`src/seq_pkg.sv`:
```
`default_nettype none

package seq_pkg;

    // Command codes as written to the command register.
    localparam logic [7:0] CMD_IDLE      = 8'h00;
    localparam logic [7:0] CMD_CDET      = 8'h01;
    localparam logic [7:0] CMD_INVENTORY = 8'h04;
    localparam logic [7:0] CMD_RECEIVE   = 8'h05;
    localparam logic [7:0] CMD_TRANSMIT  = 8'h06;
    localparam logic [7:0] CMD_TRANSCV   = 8'h07;
    localparam logic [7:0] CMD_EE_BYTE   = 8'h08;
    localparam logic [7:0] CMD_EE_PAGE   = 8'h09;
    localparam logic [7:0] CMD_EE_READ   = 8'h0A;
    localparam logic [7:0] CMD_EE_LOAD   = 8'h0C;
    localparam logic [7:0] CMD_PROTO     = 8'h0D;
    localparam logic [7:0] CMD_RANDOM    = 8'h1C;
    localparam logic [7:0] CMD_SRESET    = 8'h1F;

    // Parameter limits.
    localparam logic [15:0] BYTE_WR_ADDR_MAX = 16'h007F;
    localparam logic [7:0]  PAGE_ADDR_MAX    = 8'h7F;
    localparam logic [15:0] EE_ADDR_MAX      = 16'h1FFF;
    localparam logic [7:0]  PROTO_NUM_MAX    = 8'h07;

    // Page geometry, block lengths and the last inventory phase.
    localparam logic [8:0]  PAGE_BYTES       = 9'h040;
    localparam logic [8:0]  LEN_ZERO_MEANS   = 9'h100;
    localparam logic [1:0]  INV_LAST_PHASE   = 2'h2;

    // Widths and buffer geometry.
    localparam int EE_AW      = 13;
    localparam int OUT_DEPTH  = 4;

    typedef enum logic [4:0] {
        S_IDLE, S_PARAM, S_CHECK, S_CDET, S_XMIT, S_RECV, S_INV_TX, S_INV_GEN,
        S_INV_RX, S_INV_ERR, S_EEWAIT, S_PAGE, S_RD, S_PUSH, S_PROTO,
        S_RAND, S_SRESET, S_DONE, S_ABORT
    } state_t;

endpackage

`default_nettype wire

```
`src/rfid_frontend_command_sequencer.sv`:
```
// How it works
// - Code 00h idles and ends running command.
// - Code 01h runs card detect, flags exceed.
// - After card detect, enter standby if selected.
// - Code 04h: query, ack, reqrn, replies to FIFO.
// - Code 05h receives until frame end.
// - Code 06h sends FIFO until empty.
// - Code 07h transmits then enables receiver.
// - Multiple-receive bit keeps transceive receiving until a new command.
// - Code 08h writes one EEPROM byte, waits data.
// - Byte write aborts beyond address 7Fh.
// - Code 09h writes up to 64 page bytes.
// - Page programming starts at 64 or empty.
// - Page write aborts: missing parameters, bad page, no data bytes.
// - Code 0Ah reads EEPROM, address wraps 1FFFh.
// - Read and load abort on bad parameters.
// - Code 0Ch copies EEPROM bytes into registers.
// - Code 0Dh loads protocol presets, aborts if missing.
// - Receive protocol numbers 0 to 7 valid.
// - Transmit protocol numbers 0 to 7 valid.
// - Code 1Ch fills FIFO with random bytes.
// - Code 1Fh reloads register defaults from EEPROM.
// - Sequencer returns command register to idle.
`default_nettype none

module rfid_frontend_command_sequencer
    import seq_pkg::*;
#(
    parameter int DEPTH = OUT_DEPTH
) (
    input  wire logic              mclk,           // System clock, 20 MHz.
    input  wire logic              rstn,           // Synchronous reset, active low.
    input  wire logic              cmd_wr,         // Host writes the command register.
    input  wire logic [7:0]        cmd_wdata,      // Command code written.
    output logic      [7:0]        cmd_value,      // Command register read value.
    output logic                   busy,           // A command is running.
    output logic                   cmd_done,       // Command ended normally.
    output logic                   cmd_abort,      // Command ended on a parameter error.
    input  wire logic              in_valid,       // Host FIFO holds a byte.
    output logic                   in_ready,       // Sequencer takes the byte.
    input  wire logic [7:0]        in_data,        // Host FIFO byte.
    output logic                   out_valid,      // Result byte for the host FIFO.
    input  wire logic              out_ready,      // Host FIFO accepts it.
    output logic      [7:0]        out_data,       // Result byte.
    input  wire logic              host_fifo_full, // Host FIFO is full.
    output logic                   tx_valid,       // Byte for the transmitter.
    input  wire logic              tx_ready,       // Transmitter takes it.
    output logic      [7:0]        tx_data,        // Transmit byte.
    output logic                   tx_gen,         // Link sends a generated frame.
    output logic      [1:0]        inv_phase,      // Inventory step being run.
    input  wire logic              tx_gen_done,    // Generated frame sent.
    output logic                   rx_en,          // Receive path enabled.
    input  wire logic              rx_valid,       // Received byte.
    output logic                   rx_ready,       // Received byte taken.
    input  wire logic [7:0]        rx_data,        // Received byte value.
    input  wire logic              rx_end,         // Received frame ended.
    input  wire logic [7:0]        rx_err_byte,    // Error flags of the last frame.
    input  wire logic              multiple_receive_bit, // Keep receiving.
    output logic                   cdet_start,     // Start card detection.
    input  wire logic              cdet_done,      // Card detection finished.
    input  wire logic              cdet_over,      // I or Q outside limits.
    output logic                   card_irq,       // Card-detect interrupt pulse.
    input  wire logic              standby_sel,    // Standby after card detection.
    output logic                   standby_req,    // Enter standby pulse.
    output logic                   ee_req,         // EEPROM access pulse.
    output logic                   ee_we,          // Access is a write.
    output logic                   ee_page,        // Write goes to the page latch.
    output logic                   ee_prog,        // Program the page latch.
    output logic      [EE_AW-1:0]  ee_addr,        // EEPROM address.
    output logic      [7:0]        ee_wdata,       // EEPROM write byte.
    input  wire logic              ee_done,        // EEPROM access finished.
    input  wire logic [7:0]        ee_rdata,       // EEPROM read byte.
    output logic                   reg_wr,         // Register set write pulse.
    output logic      [7:0]        target_register_address, // Register written.
    output logic      [7:0]        reg_wdata,      // Register write byte.
    output logic                   proto_req,      // Load protocol presets.
    output logic      [2:0]        proto_rx,       // Receive preset number.
    output logic      [2:0]        proto_tx,       // Transmit preset number.
    input  wire logic              proto_done,     // Presets loaded.
    input  wire logic [7:0]        rng_data,       // Random number byte.
    output logic                   sreset_req,     // Reload register defaults.
    input  wire logic              sreset_done     // Defaults reloaded.
);

    typedef struct packed {
        state_t             st;
        logic [7:0]         cmd;
        logic [3:0][7:0]    prm;
        logic [2:0]         pcnt;
        logic [EE_AW-1:0]   addr;
        logic [8:0]         cnt;
        logic [7:0]         radr;
        logic [7:0]         data;
        logic [1:0]         phase;
        logic               done;
        logic               abort;
        logic               cdet_start;
        logic               card_irq;
        logic               standby_req;
        logic               tx_gen;
        logic               ee_req;
        logic               ee_we;
        logic               ee_page;
        logic               ee_prog;
        logic [EE_AW-1:0]   ee_addr;
        logic [7:0]         ee_wdata;
        logic               reg_wr;
        logic [7:0]         reg_addr;
        logic [7:0]         reg_wdata;
        logic               proto_req;
        logic [2:0]         proto_rx;
        logic [2:0]         proto_tx;
        logic               sreset_req;
    } seq_t;

    seq_t       q;
    seq_t       d;
    logic       push_valid;
    logic       push_ready;
    logic [7:0] push_data;

    // Number of parameter bytes a command takes from the FIFO before it runs.
    function automatic logic [2:0] param_count(input logic [7:0] c);
        unique case (c)
            CMD_EE_BYTE: param_count = 3'd3;
            CMD_EE_PAGE: param_count = 3'd1;
            CMD_EE_READ: param_count = 3'd3;
            CMD_EE_LOAD: param_count = 3'd4;
            CMD_PROTO:   param_count = 3'd2;
            default:     param_count = 3'd0;
        endcase
    endfunction

    // First state of a command that needs no parameters.
    function automatic state_t start_state(input logic [7:0] c);
        unique case (c)
            CMD_CDET:      start_state = S_CDET;
            CMD_INVENTORY: start_state = S_INV_TX;
            CMD_RECEIVE:   start_state = S_RECV;
            CMD_TRANSMIT:  start_state = S_XMIT;
            CMD_TRANSCV:   start_state = S_XMIT;
            CMD_RANDOM:    start_state = S_RAND;
            CMD_SRESET:    start_state = S_SRESET;
            default:       start_state = S_IDLE;
        endcase
    endfunction

    // A read length of zero stands for the full block.
    function automatic logic [8:0] block_len(input logic [7:0] n);
        block_len = (n == 8'h00) ? LEN_ZERO_MEANS : {1'b0, n};
    endfunction

    always_comb begin
        d = q;
        d.done        = 1'b0;
        d.abort       = 1'b0;
        d.cdet_start  = 1'b0;
        d.card_irq    = 1'b0;
        d.standby_req = 1'b0;
        d.tx_gen      = 1'b0;
        d.ee_req      = 1'b0;
        d.ee_prog     = 1'b0;
        d.reg_wr      = 1'b0;
        d.proto_req   = 1'b0;
        d.sreset_req  = 1'b0;
        in_ready   = 1'b0;
        tx_valid   = 1'b0;
        rx_en      = 1'b0;
        rx_ready   = 1'b0;
        push_valid = 1'b0;
        push_data  = rx_data;

        unique case (q.st)
            S_IDLE: begin
            end
            S_PARAM: begin
                if (in_valid) begin
                    in_ready = 1'b1;
                    d.prm[q.pcnt[1:0]] = in_data;
                    d.pcnt = q.pcnt + 3'd1;
                    if (q.pcnt + 3'd1 == param_count(q.cmd)) begin
                        d.st = S_CHECK;
                    end
                end else if (q.cmd != CMD_EE_BYTE) begin
                    d.st = S_ABORT;
                end
            end
            S_CHECK: begin
                d.addr  = {q.prm[0][4:0], q.prm[1]};
                d.phase = 2'd0;
                unique case (q.cmd)
                    CMD_EE_BYTE: begin
                        if ({q.prm[0], q.prm[1]} > BYTE_WR_ADDR_MAX) begin
                            d.st = S_ABORT;
                        end else begin
                            d.ee_req   = 1'b1;
                            d.ee_we    = 1'b1;
                            d.ee_page  = 1'b0;
                            d.ee_addr  = EE_AW'(q.prm[1]);
                            d.ee_wdata = q.prm[2];
                            d.st       = S_EEWAIT;
                        end
                    end
                    CMD_EE_PAGE: begin
                        if (q.prm[0] > PAGE_ADDR_MAX) begin
                            d.st = S_ABORT;
                        end else begin
                            d.addr = {q.prm[0][6:0], 6'h00};
                            d.cnt  = '0;
                            d.st   = S_PAGE;
                        end
                    end
                    CMD_EE_READ, CMD_EE_LOAD: begin
                        if ({q.prm[0], q.prm[1]} > EE_ADDR_MAX) begin
                            d.st = S_ABORT;
                        end else begin
                            d.radr = q.prm[2];
                            d.cnt  = block_len((q.cmd == CMD_EE_READ) ? q.prm[2] : q.prm[3]);
                            d.st   = S_RD;
                        end
                    end
                    default: begin
                        if (q.prm[0] > PROTO_NUM_MAX || q.prm[1] > PROTO_NUM_MAX) begin
                            d.st = S_ABORT;
                        end else begin
                            d.proto_rx  = q.prm[0][2:0];
                            d.proto_tx  = q.prm[1][2:0];
                            d.proto_req = 1'b1;
                            d.st        = S_PROTO;
                        end
                    end
                endcase
            end
            S_CDET: begin
                if (cdet_done) begin
                    d.card_irq = cdet_over;
                    d.standby_req = standby_sel;
                    d.st = S_DONE;
                end
            end
            S_XMIT: begin
                tx_valid = in_valid;
                in_ready = tx_ready;
                if (!in_valid) begin
                    d.st = (q.cmd == CMD_TRANSCV) ? S_RECV : S_DONE;
                end
            end
            S_RECV: begin
                rx_en      = 1'b1;
                push_valid = rx_valid;
                rx_ready   = push_ready;
                if (rx_end && !(q.cmd == CMD_TRANSCV && multiple_receive_bit)) begin
                    d.st = S_DONE;
                end
            end
            S_INV_TX: begin
                tx_valid = in_valid;
                in_ready = tx_ready;
                if (!in_valid) begin
                    d.st = S_INV_RX;
                end
            end
            S_INV_GEN: begin
                if (tx_gen_done) begin
                    d.st = S_INV_RX;
                end
            end
            S_INV_RX: begin
                rx_en      = 1'b1;
                push_valid = rx_valid;
                rx_ready   = push_ready;
                if (rx_end) begin
                    d.st = S_INV_ERR;
                end
            end
            S_INV_ERR: begin
                push_valid = 1'b1;
                push_data  = rx_err_byte;
                if (push_ready) begin
                    d.phase = q.phase + 2'd1;
                    d.tx_gen = (q.phase != INV_LAST_PHASE);
                    d.st = (q.phase == INV_LAST_PHASE) ? S_DONE : S_INV_GEN;
                end
            end
            S_EEWAIT: begin
                if (ee_done) begin
                    d.data = ee_rdata;
                    if (q.cmd == CMD_EE_PAGE && q.phase == 2'd0) begin
                        d.cnt = q.cnt + 9'd1;
                        d.st  = S_PAGE;
                    end else if (q.cmd == CMD_EE_READ || q.cmd == CMD_EE_LOAD) begin
                        d.st = S_PUSH;
                    end else begin
                        d.st = S_DONE;
                    end
                end
            end
            S_PAGE: begin
                if (q.cnt == PAGE_BYTES || !in_valid) begin
                    if (q.cnt == '0) begin
                        d.st = S_ABORT;
                    end else begin
                        d.ee_prog = 1'b1;
                        d.phase   = 2'd1;
                        d.st      = S_EEWAIT;
                    end
                end else begin
                    in_ready   = 1'b1;
                    d.ee_req   = 1'b1;
                    d.ee_we    = 1'b1;
                    d.ee_page  = 1'b1;
                    d.ee_addr  = q.addr | EE_AW'(q.cnt[5:0]);
                    d.ee_wdata = in_data;
                    d.st       = S_EEWAIT;
                end
            end
            S_RD: begin
                d.ee_req  = 1'b1;
                d.ee_we   = 1'b0;
                d.ee_page = 1'b0;
                d.ee_addr = q.addr;
                d.st      = S_EEWAIT;
            end
            S_PUSH: begin
                push_valid = (q.cmd == CMD_EE_READ);
                push_data  = q.data;
                if (q.cmd == CMD_EE_LOAD || push_ready) begin
                    if (q.cmd == CMD_EE_LOAD) begin
                        d.reg_wr    = 1'b1;
                        d.reg_addr  = q.radr;
                        d.reg_wdata = q.data;
                        d.radr      = q.radr + 8'd1;
                    end
                    d.addr = q.addr + EE_AW'(1);
                    d.cnt  = q.cnt - 9'd1;
                    d.st   = (q.cnt == 9'd1) ? S_DONE : S_RD;
                end
            end
            S_PROTO: begin
                if (proto_done) begin
                    d.st = S_DONE;
                end
            end
            S_RAND: begin
                push_valid = !host_fifo_full;
                push_data  = rng_data;
                if (host_fifo_full) begin
                    d.st = S_DONE;
                end
            end
            S_SRESET: begin
                if (sreset_done) begin
                    d.st = S_DONE;
                end
            end
            S_DONE: begin
                d.cmd  = CMD_IDLE;
                d.done = !cmd_wr;
                d.st   = S_IDLE;
            end
            S_ABORT: begin
                d.cmd   = CMD_IDLE;
                d.abort = !cmd_wr;
                d.st    = S_IDLE;
            end
            default: begin
                d.st = S_IDLE;
            end
        endcase

        // A host write always wins: whatever runs is dropped at once.
        // terminate on new command
        if (cmd_wr) begin
            d.cmd        = cmd_wdata;
            d.pcnt       = 3'd0;
            d.phase      = 2'd0;
            d.cdet_start = (cmd_wdata == CMD_CDET);
            d.sreset_req = (cmd_wdata == CMD_SRESET);
            d.st = (param_count(cmd_wdata) != 3'd0) ? S_PARAM : start_state(cmd_wdata);
            // Unknown codes behave as idle so the register never shows a stale code.
            if (d.st == S_IDLE) begin
                d.cmd = CMD_IDLE;
            end
        end
    end

    always_ff @(posedge mclk) begin
        if (!rstn) begin
            q     <= '0;
            q.st  <= S_IDLE;
            q.cmd <= CMD_IDLE;
        end else begin
            q <= d;
        end
    end

    seq_out_fifo #(
        .WIDTH (8),
        .DEPTH (DEPTH)
    ) u_out (
        .mclk      (mclk),
        .rstn      (rstn),
        .in_valid  (push_valid),
        .in_ready  (push_ready),
        .in_data   (push_data),
        .out_valid (out_valid),
        .out_ready (out_ready),
        .out_data  (out_data)
    );

    assign cmd_value   = q.cmd;
    assign busy        = (q.st != S_IDLE);
    assign cmd_done    = q.done;
    assign cmd_abort   = q.abort;
    assign tx_data     = in_data;
    assign tx_gen      = q.tx_gen;
    assign inv_phase   = q.phase;
    assign cdet_start  = q.cdet_start;
    assign card_irq    = q.card_irq;
    assign standby_req = q.standby_req;
    assign ee_req      = q.ee_req;
    assign ee_we       = q.ee_we;
    assign ee_page     = q.ee_page;
    assign ee_prog     = q.ee_prog;
    assign ee_addr     = q.ee_addr;
    assign ee_wdata    = q.ee_wdata;
    assign reg_wr      = q.reg_wr;
    assign target_register_address = q.reg_addr;
    assign reg_wdata   = q.reg_wdata;
    assign proto_req   = q.proto_req;
    assign proto_rx    = q.proto_rx;
    assign proto_tx    = q.proto_tx;
    assign sreset_req  = q.sreset_req;

endmodule // rfid_frontend_command_sequencer

`default_nettype wire

```
`src/seq_out_fifo.sv`:
```
`default_nettype none

module seq_out_fifo #(
    parameter int WIDTH = 8,
    parameter int DEPTH = 4
) (
    input  wire logic             mclk,      // System clock.
    input  wire logic             rstn,      // Synchronous reset, active low.
    input  wire logic             in_valid,  // Write side offers a word.
    output logic                  in_ready,  // Room for a word.
    input  wire logic [WIDTH-1:0] in_data,   // Word to store.
    output logic                  out_valid, // A word is waiting.
    input  wire logic             out_ready, // Reader takes the word.
    output logic      [WIDTH-1:0] out_data   // Oldest word.
);

    localparam int AW = (DEPTH > 1) ? $clog2(DEPTH) : 1;

    typedef struct packed {
        logic [AW-1:0] wp;
        logic [AW-1:0] rp;
        logic [AW:0]   cnt;
    } fifo_t;

    logic [WIDTH-1:0] mem [DEPTH];
    fifo_t            q;
    fifo_t            d;
    logic             push;
    logic             pop;

    assign in_ready  = (q.cnt != (AW+1)'(DEPTH));
    assign out_valid = (q.cnt != '0);
    assign out_data  = mem[q.rp];
    assign push      = in_valid && in_ready;
    assign pop       = out_valid && out_ready;

    always_comb begin
        d = q;
        if (push) begin
            d.wp = (q.wp == AW'(DEPTH - 1)) ? '0 : q.wp + AW'(1);
        end
        if (pop) begin
            d.rp = (q.rp == AW'(DEPTH - 1)) ? '0 : q.rp + AW'(1);
        end
        d.cnt = q.cnt + (AW+1)'(push) - (AW+1)'(pop);
    end

    always_ff @(posedge mclk) begin
        if (!rstn) begin
            q <= '0;
        end else begin
            q <= d;
        end
        if (push) begin
            mem[q.wp] <= in_data;
        end
    end

endmodule // seq_out_fifo

`default_nettype wire

```
`config.mk`:
```
export PLATFORM = sky130hd
export DESIGN_NAME = rfid_frontend_command_sequencer
export DESIGN_NICKNAME = d
export VERILOG_FILES = /design/src/seq_pkg.sv /design/src/rfid_frontend_command_sequencer.sv /design/src/seq_out_fifo.sv
export SDC_FILE = /design/constraint.sdc
export NUM_CORES = 1
export LEC_CHECK = 0
export BUFFER_PORTS_ARGS = -buffer_cell sky130_fd_sc_hd__buf_2
export CORE_MARGIN = 5
export CORE_UTILIZATION = 35
export DETAILED_ROUTE_END_ITERATION = 6
export PLACE_DENSITY_LB_ADDON = 0.08
export SLEW_MARGIN = 20
export SYNTH_ARGS = -nofsm -noshare
export SYNTH_HDL_FRONTEND = slang
export SYNTH_SLANG_ARGS = --single-unit
```
`constraint.sdc`:
```
create_clock -name mclk -period 2.8 [get_ports mclk]
set_clock_uncertainty 0.05 [all_clocks]
set_input_delay 0.28 -clock mclk [delete_from_list [all_inputs] [get_ports mclk]]
set_output_delay 0.28 -clock mclk [all_outputs]
set_load 0.01 [all_outputs]
```
==> reports/qor.log <==
[status] outcome completed
[drt] Met3 Wirelength 1330 um
[die] effective utilization at floorplan 0.353
[global_routing] pin count of the biggest net entering global routing 80
[timing] Setup-failing EPs final 0
[cells_and_area] final-stage net count 1344
[clock_tree] clock transition at the registers of the reported paths 0.08 ns
[critical_path] highest cell delay on the worst timing path 0.42 ns
[logic_synthesis] async set-reset flop share out of synthesis 0
[worst_hold_path] classification of the worst-slack hold path input port to flop
[cells_and_area] fillcell total 2958
[logic_synthesis] synthesized flop and latch total 185
[global_routing] total routing usage reported by global routing 0.190
[cells_and_area] non-filler cells in the finished layout 1656
[drt] met2 routed WL 14500 um
[cells_and_area] final antenna diode count 0
[placed_design] count of buffers inserted at the top-level ports 152
[die] I/O Pins 153
[worst_hold_path] hold_sp ee_rdata[7]
[drt] Remaining DRCs 0
[clock_tree] post-CTS repair timing setup buffer count 0
[global_routing] antenna violations before repair 0
[timing] final worst path period share 0.925
[placed_design] Setup Slack @ Placement 0.212 ns
[logic_synthesis] Syn. warnings 0
[critical_path] cell count of the worst reg-to-reg path 8
[worst_hold_path] Worst Hold Path EP q[65]
[critical_path] Critical Path RT 3.10 ns
[cells_and_area] share of cells above drive strength 1 0.223
[logic_synthesis] count of distinct cell types in the synthesized netlist 93
[timing] transition time at the pin with the least slew margin 0.747 ns
[placed_design] routability congestion estimate 0.886
[die] die footprint 0.0324 mm^2
[drt] uppermost routed layer met4
[drt] number of iterations in the first detailed-routing pass 7
[critical_path] Most Frequent Cell on Critical Path sky130_fd_sc_hd__buf_4
[drt] per-cell via count in the routed design 5.31
[placed_design] Detail Placement HPWL 22800 um
[global_routing] number of global-route vias before repair 8686
[power] total power divided by cell area 506 mW/mm^2
[drt] ANT nets after route 0
[critical_path] cell with the largest stage delay on the worst path sky130_fd_sc_hd__dfxtp_1
[logic_synthesis] net count after synthesis 1262
[critical_path] type of element launching the critical path flop
[clock_tree] Sink Count 185
[drt] via count 8799
[timing] clock period minus worst slack 2.59 ns
[clock_tree] maximum buffer depth of the clock tree 2
[logic_synthesis] synthesized netlist cell count 1177
[power] Leakage Power 4.35 nW
[logic_synthesis] post-synthesis instance area 0.0101 mm^2
[timing] achievable frequency 386 MHz
[critical_path] setup slack of the most critical reg-to-reg path 0.21 ns
[critical_path] endpoint of the most critical register-to-register path q[75]
[placed_design] cell count after placement 1622
[cells_and_area] Multi-input gate area 0.00516 mm^2
[timing] setup repair after global routing missed its margin no
[logic_synthesis] syn_area_per_cell 8.58 um^2
[timing] total count of max-transition violations in the final report 0
[logic_synthesis] number of synthesized flops with an enable pin 32
[logic_synthesis] share of synthesized area occupied by flip-flops and latches 0.398
[run] number of max-cap violations 0
[clock_tree] clock tree from TritonCTS done
[die] Die Span X 180 um
[timing] total negative setup slack 0 ns
[drt] per-cell routed wire length 18.9 um
[critical_path] r2r startpoint q[139]
[critical_path] Worst Path Max Fanout 18
[clock_tree] total number of H-tree levels 4
[critical_path] worst path arrival time 2.89 ns
[critical_path] element type at the critical path end flop
[die] core area 0.0286 mm^2
[drt] drt first-iter violations 532
[die] number of placement rows 62
[drt] Met1 Routed Length 14900 um
[drt] Detailed Route WL 31300 um
[clock_tree] insertion delay of the later-clocked pin in the worst-skew pair 0.44 ns
[clock_tree] clk root buf sky130_fd_sc_hd__clkbuf_16
[critical_path] critical path type flop to flop
[critical_path] cell-by-cell trace of the critical path buf_4, or3_1, nor2_2, nor2_1, a211oi_4, buf_4, nand2_1, o32ai_1
[die] die height 180 um
[cells_and_area] layout overhead on the synthesized area 14.6%
[logic_synthesis] Synth Flop Type sky130_fd_sc_hd__dfxtp_1
[clock_tree] Inserted Clock Buffers 17
[worst_hold_path] hold depth 3
[global_routing] Congestion Overflow GR 0
[cells_and_area] combined flip-flop and latch cell area 0.00402 mm^2
[timing] Final Hold Vio Count 0
[timing] slack of the critical path 0.209 ns
[global_routing] global-route wire length before repair 50300 um
[power] maximum resistive drop on vdd 0.000284 V
[timing] Rel. slew slack 0.495
final cells by class:
type	count	share of cell area
clock buffer	17	0.0368
multi-input combinational	822	0.445
inverter	26	0.00854
clock inverter	15	0.0150
timing repair buffer	207	0.105
tap	384	0.0415
sequential	185	0.348
cells in the mapped netlist (all sizes together), types with 8 or more instances:
library cell  number  area share
a211oi            12       0.011
a21oi            119       0.059
a22oi             23       0.017
a311oi            10      0.0087
a31oi             13      0.0087
and2              16      0.0099
and3              14      0.0087
buf               92       0.063
clkbuf            52       0.020
dfxtp            153        0.30
edfxtp            32       0.095
ha                19       0.024
inv               26      0.0097
mux2i             22       0.022
mux4               8       0.018
nand2            173       0.064
nand2b             8      0.0050
nand3             71       0.035
nand4              8      0.0056
nor2              72       0.027
nor2b              8      0.0050
nor3              24       0.013
nor3b             14       0.011
nor4              13       0.010
o21ai             40       0.020
o221ai            13       0.015
sequential cells by signal (all words and copies together), names as in the netlist, 2 cells and up, named ones only:
signal and cells:
ee_wdata 8, inv_phase 2, cmd_value 8, q 78
u_out.q 7, proto_rx 3, ee_addr 13, target_register_address 8
u_out.mem 32, proto_tx 3, reg_wdata 8
timing repair:
action                     CTS  global route
hold buffers                 2             0
hold endpoints to repair     2             0
setup endpoints to repair    0             3
resized for setup            0             1
layer usage:
metal	GRT usage	up-vias
li1	-	4362
met1	0.264	4191
met2	0.306	210
met3	0.0333	36
met4	0.0506	0
met5	0	-
critical path: cells and delay by family (launching register included):
kind	cells	cell delay, ns
and+or+nand+nor	4	1.09
buffers and inverters	2	0.49
AOI/OAI and AO/OA	2	0.45
DFF	1	0.42
placed cells by master, fill, tap and decap left out, drive strengths merged, types with 5 or more instances in the layout:
cell	Yosys	final
a21oi	119	119
a221o	6	6
nor4	13	13
mux2i	22	22
nand2b	8	8
nand4	8	8
nor2	72	72
nand3b	7	7
nand3	71	71
o211ai	6	6
or3	5	5
and3	14	14
nand2	173	173
a31oi	13	13
o221ai	13	13
buf	92	205
inv	26	32
nor4b	7	7
a311oi	10	10
nor3b	14	14
nor2b	8	8
or2	5	5
xnor2	6	6
a22oi	23	23
clkbuf	52	17
dfxtp	153	153
and2	16	16
nor3	24	24
a211oi	12	12
o21ai	40	40
clkinv	0	8
mux4	8	8
o31ai	5	5
ha	19	19
o21a	7	7
edfxtp	32	32
per-stage QoR:
step	utilization	hold WS, ns	instance area (um^2)	total power, mW
2_1_floorplan	-	0.352	10100	3.21
3_3_place_gp	0.383	0.391	11000	3.43
3_5_place_dp	0.383	0.394	11000	3.42
4_1_cts	0.404	0.0337	11600	5.94
5_1_grt	0.404	0.0424	11600	6.11
6_report	0.404	0.0523	11600	5.85
cells by family (layout without fill, tap and decap cells):
kind of cell / Yosys count / after routing / synth area share
AND/OR/NAND/NOR: 465 / 465 / 0.232
adder cells (fa/ha/maj): 20 / 20 / 0.0255
XOR/XNOR: 9 / 9 / 0.00780
AO/OA/AOI/OAI: 297 / 297 / 0.203
flip-flops: 185 / 185 / 0.398
buffers and inverters: 170 / 265 / 0.0927
multiplexers: 31 / 31 / 0.0408
worst max-delay path by stage:
stage / start / endpoint / slack, ns
6_report: q[139] / q[75] / 0.21
5_1_grt: cmd_value[4] / u_out.q[1] / 0.04
4_1_cts: cmd_value[4] / u_out.q[1] / 0.21
3_5_place_dp: cmd_value[4] / u_out.q[1] / 0.21
3_3_place_gp: cmd_value[4] / q[142] / 0.25
2_1_floorplan: q[141] / u_out.q[1] / 0.15
power breakdown:
part	switching, mW	internal [mW]
clock network	1.25	1.24
logic	0.305	0.248
registers	0.0601	2.74
total	1.62	4.23
No activity file was read; power rests on OpenSTA's default activity.
